--- src/verilog/ppc_consts.svh ---
// Offsets, field positions, reset values and scale figures of the PA and PLL register slice
`ifndef PPC_CONSTS_SVH
`define PPC_CONSTS_SVH

// ----------------------------------------------------------------
// Register offsets
// ----------------------------------------------------------------
`define PPC_OFS_PA_SHUNT_CAP   8'h07
`define PPC_OFS_SYNTH_MODE     8'h08
`define PPC_OFS_CHARGE_PUMP    8'h09
`define PPC_OFS_TX_ENABLE_A    8'h0A
`define PPC_OFS_CARRIER_HIGH   8'h0B
`define PPC_OFS_CARRIER_MID    8'h0C
`define PPC_OFS_CARRIER_LOW    8'h0D
`define PPC_OFS_TX_ENABLE_B    8'h10

// ----------------------------------------------------------------
// Field positions
// ----------------------------------------------------------------
`define PPC_CAP_MSB            4
`define PPC_CP_OFFSET_MSB      7
`define PPC_CP_OFFSET_LSB      6
`define PPC_FRAC_BIT           5
`define PPC_SYNTH_RESV_MSB     4
`define PPC_SYNTH_RESV_LSB     3
`define PPC_POSTDIV_MSB        2
`define PPC_POSTDIV_LSB        1
`define PPC_LO_SRC_BIT         0
`define PPC_CP_CUR_MSB         1
`define PPC_CP_RESV_MSB        7
`define PPC_CP_RESV_LSB        6
`define PPC_TXEN_BIT           2
`define PPC_TXEN_RESV_MSB      1

// ----------------------------------------------------------------
// Reset values
// ----------------------------------------------------------------
`define PPC_RST_PA_SHUNT_CAP   8'h00
`define PPC_RST_SYNTH_MODE     8'h60
`define PPC_RST_CHARGE_PUMP    8'h00
`define PPC_RST_TX_ENABLE      8'h00
`define PPC_RST_CARRIER_HIGH   8'h13
`define PPC_RST_CARRIER_MID    8'hB0
`define PPC_RST_CARRIER_LOW    8'h00

// ----------------------------------------------------------------
// Scale figures
// ----------------------------------------------------------------
`define PPC_CAP_STEP_FF        13'h00AF
`define PPC_CAP_FF_W           13

`endif

--- src/verilog/ppc_pkg.sv ---
// Types shared by the PA and PLL register slice
`default_nettype none
package ppc_pkg;

    // One flop bank holds the whole slice state
    typedef struct packed {
        logic [4:0]  pa_cap;
        logic [12:0] pa_cap_ff;
        logic [1:0]  cp_offset;
        logic        frac_sel;
        logic [1:0]  synth_resv;
        logic [1:0]  post_div;
        logic        lo_src;
        logic [1:0]  cp_resv;
        logic [1:0]  cp_cur;
        logic        tx_en;
        logic [1:0]  txen_resv_a;
        logic [1:0]  txen_resv_b;
        logic [23:0] carrier;
        logic [7:0]  rdata;
        logic        rvalid;
    } ppc_state_t;

endpackage
`default_nettype wire

--- src/verilog/ppc_regs.sv ---
// PA shunt capacitance, synthesizer and carrier word configuration registers
`timescale 1ns/10ps
`default_nettype none
`include "ppc_consts.svh"

module ppc_regs
    import ppc_pkg::*;
(
    input  wire logic        clk_i,
    input  wire logic        rst_b_i,
    input  wire logic [7:0]  addr_i,
    input  wire logic        wr_i,
    input  wire logic [7:0]  wdata_i,
    input  wire logic        rd_i,
    output var  logic [7:0]  rdata_o,
    output var  logic        rvalid_o,
    output var  logic [4:0]  pa_shunt_cap_code_o,
    output var  logic [12:0] pa_shunt_cap_ff_o,
    output var  logic [1:0]  cp_offset_level_o,
    output var  logic        synth_fraction_select_o,
    output var  logic [1:0]  vco_post_divider_o,
    output var  logic        lo_source_select_o,
    output var  logic [1:0]  cp_current_code_o,
    output var  logic        host_tx_enable_o,
    output var  logic [23:0] carrier_word_o
);

    // ----------------------------------------------------------------
    // Helpers
    // ----------------------------------------------------------------
    // linear capacitance
    function automatic logic [12:0] cap_ff(input logic [4:0] code);
        cap_ff = 13'(code) * `PPC_CAP_STEP_FF;
    endfunction

    function automatic logic [7:0] read_mux(input ppc_state_t s, input logic [7:0] a);
        read_mux = 8'h00;
        case (a)
            `PPC_OFS_PA_SHUNT_CAP: read_mux = {3'h0, s.pa_cap};
            `PPC_OFS_SYNTH_MODE:   read_mux = {s.cp_offset, s.frac_sel, s.synth_resv,
                                               s.post_div, s.lo_src};
            `PPC_OFS_CHARGE_PUMP:  read_mux = {s.cp_resv, 4'h0, s.cp_cur};
            `PPC_OFS_TX_ENABLE_A:  read_mux = {5'h00, s.tx_en, s.txen_resv_a};
            `PPC_OFS_TX_ENABLE_B:  read_mux = {5'h00, s.tx_en, s.txen_resv_b};
            `PPC_OFS_CARRIER_HIGH: read_mux = s.carrier[23:16];
            `PPC_OFS_CARRIER_MID:  read_mux = s.carrier[15:8];
            `PPC_OFS_CARRIER_LOW:  read_mux = s.carrier[7:0];
            default:               read_mux = 8'h00;
        endcase
    endfunction

    // ----------------------------------------------------------------
    // State
    // ----------------------------------------------------------------
    ppc_state_t st_r;
    ppc_state_t st_nxt;

    // Reset bytes as named constants so their fields can be picked apart
    localparam logic [7:0] RST_SYNTH = `PPC_RST_SYNTH_MODE;
    localparam logic [7:0] RST_CP    = `PPC_RST_CHARGE_PUMP;
    localparam logic [7:0] RST_TXEN  = `PPC_RST_TX_ENABLE;

    always_comb begin
        st_nxt = st_r;
        // Read sees the value before a same-cycle write
        st_nxt.rvalid = rd_i;
        st_nxt.rdata  = rd_i ? read_mux(st_r, addr_i) : st_r.rdata;
        if (wr_i) begin
            case (addr_i)
                `PPC_OFS_PA_SHUNT_CAP: begin
                    st_nxt.pa_cap = wdata_i[`PPC_CAP_MSB:0];
                end
                `PPC_OFS_SYNTH_MODE: begin
                    st_nxt.cp_offset  = wdata_i[`PPC_CP_OFFSET_MSB:`PPC_CP_OFFSET_LSB];
                    st_nxt.frac_sel   = wdata_i[`PPC_FRAC_BIT];
                    // Stored as written, host keeps them zero
                    st_nxt.synth_resv = wdata_i[`PPC_SYNTH_RESV_MSB:`PPC_SYNTH_RESV_LSB];
                    st_nxt.post_div   = wdata_i[`PPC_POSTDIV_MSB:`PPC_POSTDIV_LSB];
                    st_nxt.lo_src     = wdata_i[`PPC_LO_SRC_BIT];
                end
                `PPC_OFS_CHARGE_PUMP: begin
                    st_nxt.cp_cur  = wdata_i[`PPC_CP_CUR_MSB:0];
                    st_nxt.cp_resv = wdata_i[`PPC_CP_RESV_MSB:`PPC_CP_RESV_LSB];
                end
                `PPC_OFS_TX_ENABLE_A: begin
                    st_nxt.tx_en       = wdata_i[`PPC_TXEN_BIT];
                    st_nxt.txen_resv_a = wdata_i[`PPC_TXEN_RESV_MSB:0];
                end
                `PPC_OFS_TX_ENABLE_B: begin
                    st_nxt.tx_en       = wdata_i[`PPC_TXEN_BIT];
                    st_nxt.txen_resv_b = wdata_i[`PPC_TXEN_RESV_MSB:0];
                end
                `PPC_OFS_CARRIER_HIGH: st_nxt.carrier[23:16] = wdata_i;
                `PPC_OFS_CARRIER_MID:  st_nxt.carrier[15:8]  = wdata_i;
                `PPC_OFS_CARRIER_LOW:  st_nxt.carrier[7:0]   = wdata_i;
                default: begin
                    // Unmapped writes are dropped
                end
            endcase
        end
        // Kept in step with the code so the analog side sees both at once
        st_nxt.pa_cap_ff = cap_ff(st_nxt.pa_cap);
    end

    always_ff @(posedge clk_i) begin
        if (!rst_b_i) begin
            st_r             <= '0;
            st_r.pa_cap      <= 5'(`PPC_RST_PA_SHUNT_CAP);
            st_r.cp_offset   <= RST_SYNTH[7:6];
            st_r.frac_sel    <= RST_SYNTH[5];
            st_r.post_div    <= RST_SYNTH[2:1];
            st_r.lo_src      <= RST_SYNTH[0];
            st_r.cp_cur      <= RST_CP[1:0];
            st_r.tx_en       <= RST_TXEN[2];
            st_r.carrier     <= {`PPC_RST_CARRIER_HIGH, `PPC_RST_CARRIER_MID,
                                 `PPC_RST_CARRIER_LOW};
        end else begin
            st_r <= st_nxt;
        end
    end

    // ----------------------------------------------------------------
    // Outputs
    // ----------------------------------------------------------------
    assign rdata_o                 = st_r.rdata;
    assign rvalid_o                = st_r.rvalid;
    assign pa_shunt_cap_code_o     = st_r.pa_cap;
    assign pa_shunt_cap_ff_o       = st_r.pa_cap_ff;
    assign cp_offset_level_o       = st_r.cp_offset;
    assign synth_fraction_select_o = st_r.frac_sel;
    assign vco_post_divider_o      = st_r.post_div;
    assign lo_source_select_o      = st_r.lo_src;
    assign cp_current_code_o       = st_r.cp_cur;
    assign host_tx_enable_o        = st_r.tx_en;
    assign carrier_word_o          = st_r.carrier;

    // ----------------------------------------------------------------
    // Assertions
    // ----------------------------------------------------------------
    property p_cap_write;
        @(posedge clk_i) disable iff (!rst_b_i)
        wr_i && addr_i == `PPC_OFS_PA_SHUNT_CAP |=> pa_shunt_cap_code_o == $past(wdata_i[4:0]);
    endproperty
    a_cap_write: assert property (p_cap_write) else $error("cap code not written");

    property p_cap_scale;
        @(posedge clk_i) disable iff (!rst_b_i)
        ##1 pa_shunt_cap_ff_o == 13'(pa_shunt_cap_code_o) * 13'h0AF;
    endproperty
    a_cap_scale: assert property (p_cap_scale) else $error("cap fF wrong");

    property p_offset_write;
        @(posedge clk_i) disable iff (!rst_b_i)
        wr_i && addr_i == `PPC_OFS_SYNTH_MODE |=> cp_offset_level_o == $past(wdata_i[7:6])
            && synth_fraction_select_o == $past(wdata_i[5]);
    endproperty
    a_offset_write: assert property (p_offset_write) else $error("offset not written");

    property p_frac_reset;
        @(posedge clk_i) disable iff (!rst_b_i)
        !$past(rst_b_i) |-> synth_fraction_select_o && !host_tx_enable_o
            && cp_offset_level_o == 2'h1 && carrier_word_o == 24'h13B000;
    endproperty
    a_frac_reset: assert property (p_frac_reset) else $error("bad reset value");

    property p_postdiv;
        @(posedge clk_i) disable iff (!rst_b_i)
        wr_i && addr_i == `PPC_OFS_SYNTH_MODE |=> vco_post_divider_o == $past(wdata_i[2:1]);
    endproperty
    a_postdiv: assert property (p_postdiv) else $error("divider not written");

    property p_lo_src;
        @(posedge clk_i) disable iff (!rst_b_i)
        wr_i && addr_i == `PPC_OFS_SYNTH_MODE |=> lo_source_select_o == $past(wdata_i[0]);
    endproperty
    a_lo_src: assert property (p_lo_src) else $error("LO source not written");

    property p_cp_cur;
        @(posedge clk_i) disable iff (!rst_b_i)
        wr_i && addr_i == `PPC_OFS_CHARGE_PUMP |=> cp_current_code_o == $past(wdata_i[1:0]);
    endproperty
    a_cp_cur: assert property (p_cp_cur) else $error("pump current not written");

    property p_txen;
        @(posedge clk_i) disable iff (!rst_b_i)
        wr_i && (addr_i == `PPC_OFS_TX_ENABLE_A || addr_i == `PPC_OFS_TX_ENABLE_B)
            |=> host_tx_enable_o == $past(wdata_i[2]);
    endproperty
    a_txen: assert property (p_txen) else $error("enable not written");

    property p_carrier_mid;
        @(posedge clk_i) disable iff (!rst_b_i)
        wr_i && addr_i == `PPC_OFS_CARRIER_MID |=> carrier_word_o[15:8] == $past(wdata_i)
            && $stable(carrier_word_o[23:16]) && $stable(carrier_word_o[7:0]);
    endproperty
    a_carrier_mid: assert property (p_carrier_mid) else $error("carrier byte wrong");

    property p_alias_read;
        @(posedge clk_i) disable iff (!rst_b_i)
        rd_i && addr_i == `PPC_OFS_TX_ENABLE_B |=> rvalid_o
            && rdata_o[2] == $past(host_tx_enable_o) && rdata_o[7:3] == 5'h00;
    endproperty
    a_alias_read: assert property (p_alias_read) else $error("alias read wrong");

    property p_unmapped;
        @(posedge clk_i) disable iff (!rst_b_i)
        rd_i && addr_i == 8'h0E |=> rvalid_o && rdata_o == 8'h00;
    endproperty
    a_unmapped: assert property (p_unmapped) else $error("unmapped not zero");

    property p_cap_readback;
        @(posedge clk_i) disable iff (!rst_b_i)
        wr_i && addr_i == `PPC_OFS_PA_SHUNT_CAP ##1 rd_i && !wr_i && addr_i == `PPC_OFS_PA_SHUNT_CAP
            |=> rdata_o == {3'h0, $past(wdata_i[4:0], 2)};
    endproperty
    a_cap_readback: assert property (p_cap_readback) else $error("readback wrong");

    c_alias_write: cover property (@(posedge clk_i) disable iff (!rst_b_i)
        wr_i && addr_i == `PPC_OFS_TX_ENABLE_B && wdata_i[2] ##1 host_tx_enable_o);
    c_integer_n: cover property (@(posedge clk_i) disable iff (!rst_b_i)
        wr_i && addr_i == `PPC_OFS_SYNTH_MODE && !wdata_i[5] ##1 !synth_fraction_select_o);
    c_full_carrier: cover property (@(posedge clk_i) disable iff (!rst_b_i)
        wr_i && addr_i == `PPC_OFS_CARRIER_HIGH ##1 wr_i && addr_i == `PPC_OFS_CARRIER_MID
        ##1 wr_i && addr_i == `PPC_OFS_CARRIER_LOW);

endmodule // ppc_regs
`default_nettype wire

--- config.mk ---
export PLATFORM = sky130hd
export DESIGN_NAME = ppc_regs
export DESIGN_NICKNAME = d
export VERILOG_FILES = /design/src/verilog/ppc_pkg.sv /design/src/verilog/ppc_regs.sv
export VERILOG_INCLUDE_DIRS = /design/src /design/src/verilog
export SDC_FILE = /design/constraint.sdc
export NUM_CORES = 1
export LEC_CHECK = 0
export BUFFER_PORTS_ARGS = -buffer_cell sky130_fd_sc_hd__buf_2
export CAP_MARGIN = 10
export CORE_ASPECT_RATIO = 0.8
export CORE_MARGIN = 8
export CORE_UTILIZATION = 30
export CTS_CLUSTER_SIZE = 30
export DETAILED_ROUTE_END_ITERATION = 10
export PLACE_DENSITY_LB_ADDON = 0.15
export SYNTH_ARGS = -nofsm -noshare
export SYNTH_HDL_FRONTEND = slang
export SYNTH_SLANG_ARGS = --single-unit
export TNS_END_PERCENT = 1
--- constraint.sdc ---
create_clock -name clk_i -period 12 [get_ports clk_i]
set_input_delay 1.8 -clock clk_i [delete_from_list [all_inputs] [get_ports clk_i]]
set_output_delay 1.8 -clock clk_i [all_outputs]
set_load 0.02 [all_outputs]
* After elaboration in Yosys (flattened, before gate mapping) *
Cells that the tools add are included.

storage, ports and cells
  logic and storage cells = 38
  output and inout bits = 60
  flip-flop bits (word level) = 68
  input bits = 20

cells by class
  multiply operators = 1
  reductions and logical operators = 9
  mux-type cells = 3
  eq/ne operators = 8

operators with widths
  kind                                                number
  one-hot mux 8 bit (8 select lines)                  1
  == test 8 x 4 -> 1 bit (second input constant)      6
  AND reduction 2 bit                                 8
  multiplier 5 x 8 -> 13 bit (second input constant)  1
  two-way mux 5 bit                                   2
  == test 8 x 3 -> 1 bit (second input constant)      1
  == test 8 x 5 -> 1 bit (second input constant)      1
  OR reduction 2 bit                                  1

* Depth between registers and ports, before layout *
  depth in word-level cells = 4
  gate-level depth with buffers = 15

* Least setup slack after synthesis *
No wires, ideal clock.

  kind = in2reg
  start = input addr_i[7]
  end = register st_r, in the netlist pa_shunt_cap_ff_o[11]
  slack = 6347 ps
  path buffers = 0
  stages on the path = 14
  arrival time = 5582 ps
  path through = or4_4 nor3_4 mux2i_1 xor2_1 ha_1 or2_2 ha_1 fa_1 ha_1 inv_1 a211oi_1 o21bai_1 or2_2 mux2i_1

on the way
  cells in the longest elaborated chain, start to end = 4

ends and longest elaborated chain
  element                               line             RTL
  start: declaration                    ppc_regs.sv:11   input wire logic [7:0] addr_i,
  == test 8 x 3 -> 1 bit                ppc_regs.sv:69   case (addr_i)
  two-way mux 5 bit                     ppc_regs.sv:69
  two-way mux 5 bit                     ppc_regs.sv:68   if (wr_i) begin
  multiplier 5 x 8 -> 13 bit (no line)  -
  end signal: assignment                ppc_regs.sv:118  st_r <= st_nxt;
  end: declaration                      ppc_regs.sv:55   ppc_state_t st_r;

No other way between the ends.
A chain may end at the register's enable or synchronous reset.

* Worst setup path in the final report *
Ends and elaborated chain as after synthesis.

==> impl_metrics.env <==
export IMPL_outcome="finished, final reports clean"
export IMPL_critPathMaxFanout=5
export IMPL_grt_overflow=0
export IMPL_worstPathRequired_ns=12.26
export IMPL_seqPwrFrac=0.432
export IMPL_powerDensity_nw_per_um2=116
export IMPL_crit_path_start="addr_i[7]"
export IMPL_routedWlPerCell_um=17.0
export IMPL_met2_usage=0.182
export IMPL_synth_area_top_cells="dfxtp_1, mux2i_1, buf_4, ha_1, nor2_1"
export IMPL_grt_usage=0.127
export IMPL_grt_pass1_vias=3045
export IMPL_fin_util=0.344
export IMPL_crit_type="input pin to register"
export IMPL_ant_nets=0
export IMPL_area_growth_pct=10.9
export IMPL_fin_area_um2=4460
export IMPL_syn_avg_cell_area_um2=9.07
export IMPL_final_setup_tns_ns=0
export IMPL_setup_viol=0
export IMPL_crit_arrival_ns=6.32
export IMPL_hpwl_mm=8.19
export IMPL_regArea_um2=1340
export IMPL_die_w_um=145
export IMPL_clock_fmax_ghz=0.165
export IMPL_top_usage_layer="met2"
export IMPL_hp_start="rdata_o[3]"
export IMPL_portBuffers=79
export IMPL_initial_core_util=0.310
export IMPL_timing_rr_start="pa_shunt_cap_code_o[3]"
export IMPL_hold_viol_final=0
export IMPL_p_leak_nw=2.05
export IMPL_cts_sinks=67
export IMPL_drv_max_cap_violation_count=0
export IMPL_layout_drive_gt1_share=0.255
export IMPL_hold_class="register to register"
export IMPL_layout_min_cycle_time_ns=6.05
export IMPL_fin_skew_ns=0.00514
export IMPL_die_y_um=120
export IMPL_gp_congestion=0.764
export IMPL_cts_buffers=9
export IMPL_finalNetCount=510
export IMPL_synth_top_area_frac=0.334
export IMPL_p_int_mw=0.394
export IMPL_h_tree_depth=3
export IMPL_ys_ff_latch=67
export IMPL_post_cts_repair_setup_buffers=0
export IMPL_slew_violations=0
export IMPL_switchingPower_mw=0.125
export IMPL_p_sw_frac=0.241
export IMPL_cts_resized=0
export IMPL_clock_path_buffers=2
export IMPL_nFillCells=1392
export IMPL_worst_slew_pin_slew_ns=1.08
export IMPL_drtPass1Iterations=6
export IMPL_use_met3=0.0387
export IMPL_grt_max_degree=44
export IMPL_rsz0062_at_grt="no"
export IMPL_synth_top_cell_by_area="dfxtp_1"
export IMPL_via_count=3020
export IMPL_p_clk_frac=0.511
export IMPL_routed_via_density=4.71
export IMPL_dieArea_um2=17400
export IMPL_cts_root_buf="clkbuf_16"
export IMPL_drtIter0Drc=118
export IMPL_drc_errors=0
export IMPL_power_mw=0.519
export IMPL_antenna_found_initial=1
export IMPL_cts_reportedPaths_clkPinSlew_ns=0.06
export IMPL_cts_tree="built"
export IMPL_yosys_warnings=0
export IMPL_power_frac_comb=0.057
export IMPL_critical_path_endpoint_type="register"
export IMPL_synth_edf_count=0
export IMPL_syn_area_um2=4020
export IMPL_clock_latency_ns=0.34
export IMPL_rows=37
export IMPL_routed_wl_mm=10.9
export IMPL_startpoint_type="input pin"
export IMPL_multi_input_area_um2=2120
export IMPL_coreArea_um2=13000
export IMPL_gr_usage_met1=0.178
export IMPL_netlist_instances=443
export IMPL_io_pins=80
export IMPL_ctsHoldBuffers=0
export IMPL_ys_seq_area_frac=0.334
export IMPL_place_area_um2=4150
export IMPL_syn_nets=492
export IMPL_num_antenna_cells=0
export IMPL_ir_drop_mv=0.0668
export IMPL_synthFlopType="dfxtp_1"
export IMPL_synth_cell_type_count=56
export IMPL_async_flop_share=0
export IMPL_grt_pass1_wl_mm=17.3
export IMPL_slew_headroom=0.279
export IMPL_fin_crit_sh=0.505
[sequential cells by signal, indices dropped and copies added (netlist names)]
register / flops
cp_offset_level_o: 2
lo_source_select_o: 1
pa_shunt_cap_ff_o: 12
synth_fraction_select_o: 1
rdata_o: 8
host_tx_enable_o: 1
st_r: 8
cp_current_code_o: 2
vco_post_divider_o: 2
rvalid_o: 1
pa_shunt_cap_code_o: 5
carrier_word_o: 24
[worst max-delay path: stages]
cell and delay [ns]:
buf_2 0.13, or4_4 0.60, nor3_4 0.41, mux2i_1 0.51, xor2_1 0.18, ha_1 0.23
or2_2 0.30, ha_1 0.31, fa_1 0.40, ha_1 0.33, o21ai_0 0.19, a211oi_1 0.39
o21bai_1 0.15, or2_2 0.28, mux2i_1 0.12
[power by group through the flow]
| stage | Combinational, mW | Sequential (mW) | Clock, mW |
|---|---|---|---|
| 4_1_cts | 0.0299 | 0.224 | 0.274 |
| 2_1_floorplan | 0.0179 | 0.229 | 0 |
| 3_5_place_dp | 0.0298 | 0.229 | 0 |
| 6_report | 0.0297 | 0.224 | 0.265 |
| 3_3_place_gp | 0.0296 | 0.229 | 0 |
| 5_1_grt | 0.0324 | 0.224 | 0.284 |
[cell type report]
class                      instances  area share
multi-input combinational        285       0.476
sequential                        67       0.301
timing repair buffer              80      0.0904
clock buffer                       9      0.0505
tap                              175      0.0491
clock inverter                     7      0.0174
inverter                          18      0.0152
[placed cells by master (no fill, tap or decap), types with 5 or more instances in the layout]
| cell | synthesis | final |
|---|---|---|
| clkbuf_16 | 0 | 9 |
| inv_1 | 18 | 18 |
| a22oi_1 | 8 | 8 |
| mux2i_1 | 49 | 49 |
| o21ai_0 | 13 | 13 |
| a21oi_1 | 14 | 14 |
| nand2_1 | 30 | 30 |
| nor2_1 | 57 | 57 |
| dfxtp_1 | 67 | 67 |
| mux2_2 | 5 | 5 |
| fa_1 | 7 | 7 |
| a211oi_1 | 6 | 6 |
| buf_2 | 1 | 79 |
| nor3_1 | 5 | 5 |
| ha_1 | 22 | 22 |
[synth_stat cells, drive strengths merged, types with 5 or more instances]
cell type	count
a211oi	6
a21oi	14
a22oi	8
buf	59
clkbuf	14
dfxtp	67
fa	7
ha	22
inv	18
mux2	5
mux2i	50
nand2	30
nor2	58
nor3	8
o21ai	13
[path summary, 6_finish.rpt]
path                            slack [ns]  depth (start not counted)                     to
worst max-delay path                  5.95                         15  pa_shunt_cap_ff_o[11]
worst min-delay path                  0.47                          2             rdata_o[3]
worst max register to register        8.32                         12  pa_shunt_cap_ff_o[11]
worst min register to register        0.47                          2             rdata_o[3]
[logic make-up after synthesis]
group / count (synthesis) / share of synthesized area
and+or+nand+nor: 136 / 0.173
muxes: 56 / 0.145
DFF: 67 / 0.334
xor gates and xnor gates: 8 / 0.0174
AOI/OAI and AO/OA: 56 / 0.0891
buffers and inverters: 91 / 0.138
adders and majority gates: 29 / 0.103
[layer usage]
metal / vias to the layer above / share of wire
li1: 1507 / -
met1: 1428 / 0.52
met2: 74 / 0.41
met3: 9 / 0.058
met4: 2 / 0.0092
met5: - / 0.00074
[stage by stage]
step | setup WS (ns) | instances | hold WS [ns]
4_1_cts | 5.97 | 641 | 0.467
3_5_place_dp | 5.62 | 625 | 0.453
3_3_place_gp | 5.77 | 625 | 0.453
2_1_floorplan | 6.35 | 443 | 0.426
5_1_grt | 5.69 | 641 | 0.491
6_report | 5.95 | 641 | 0.465
Power figures use the tool's default switching activity.
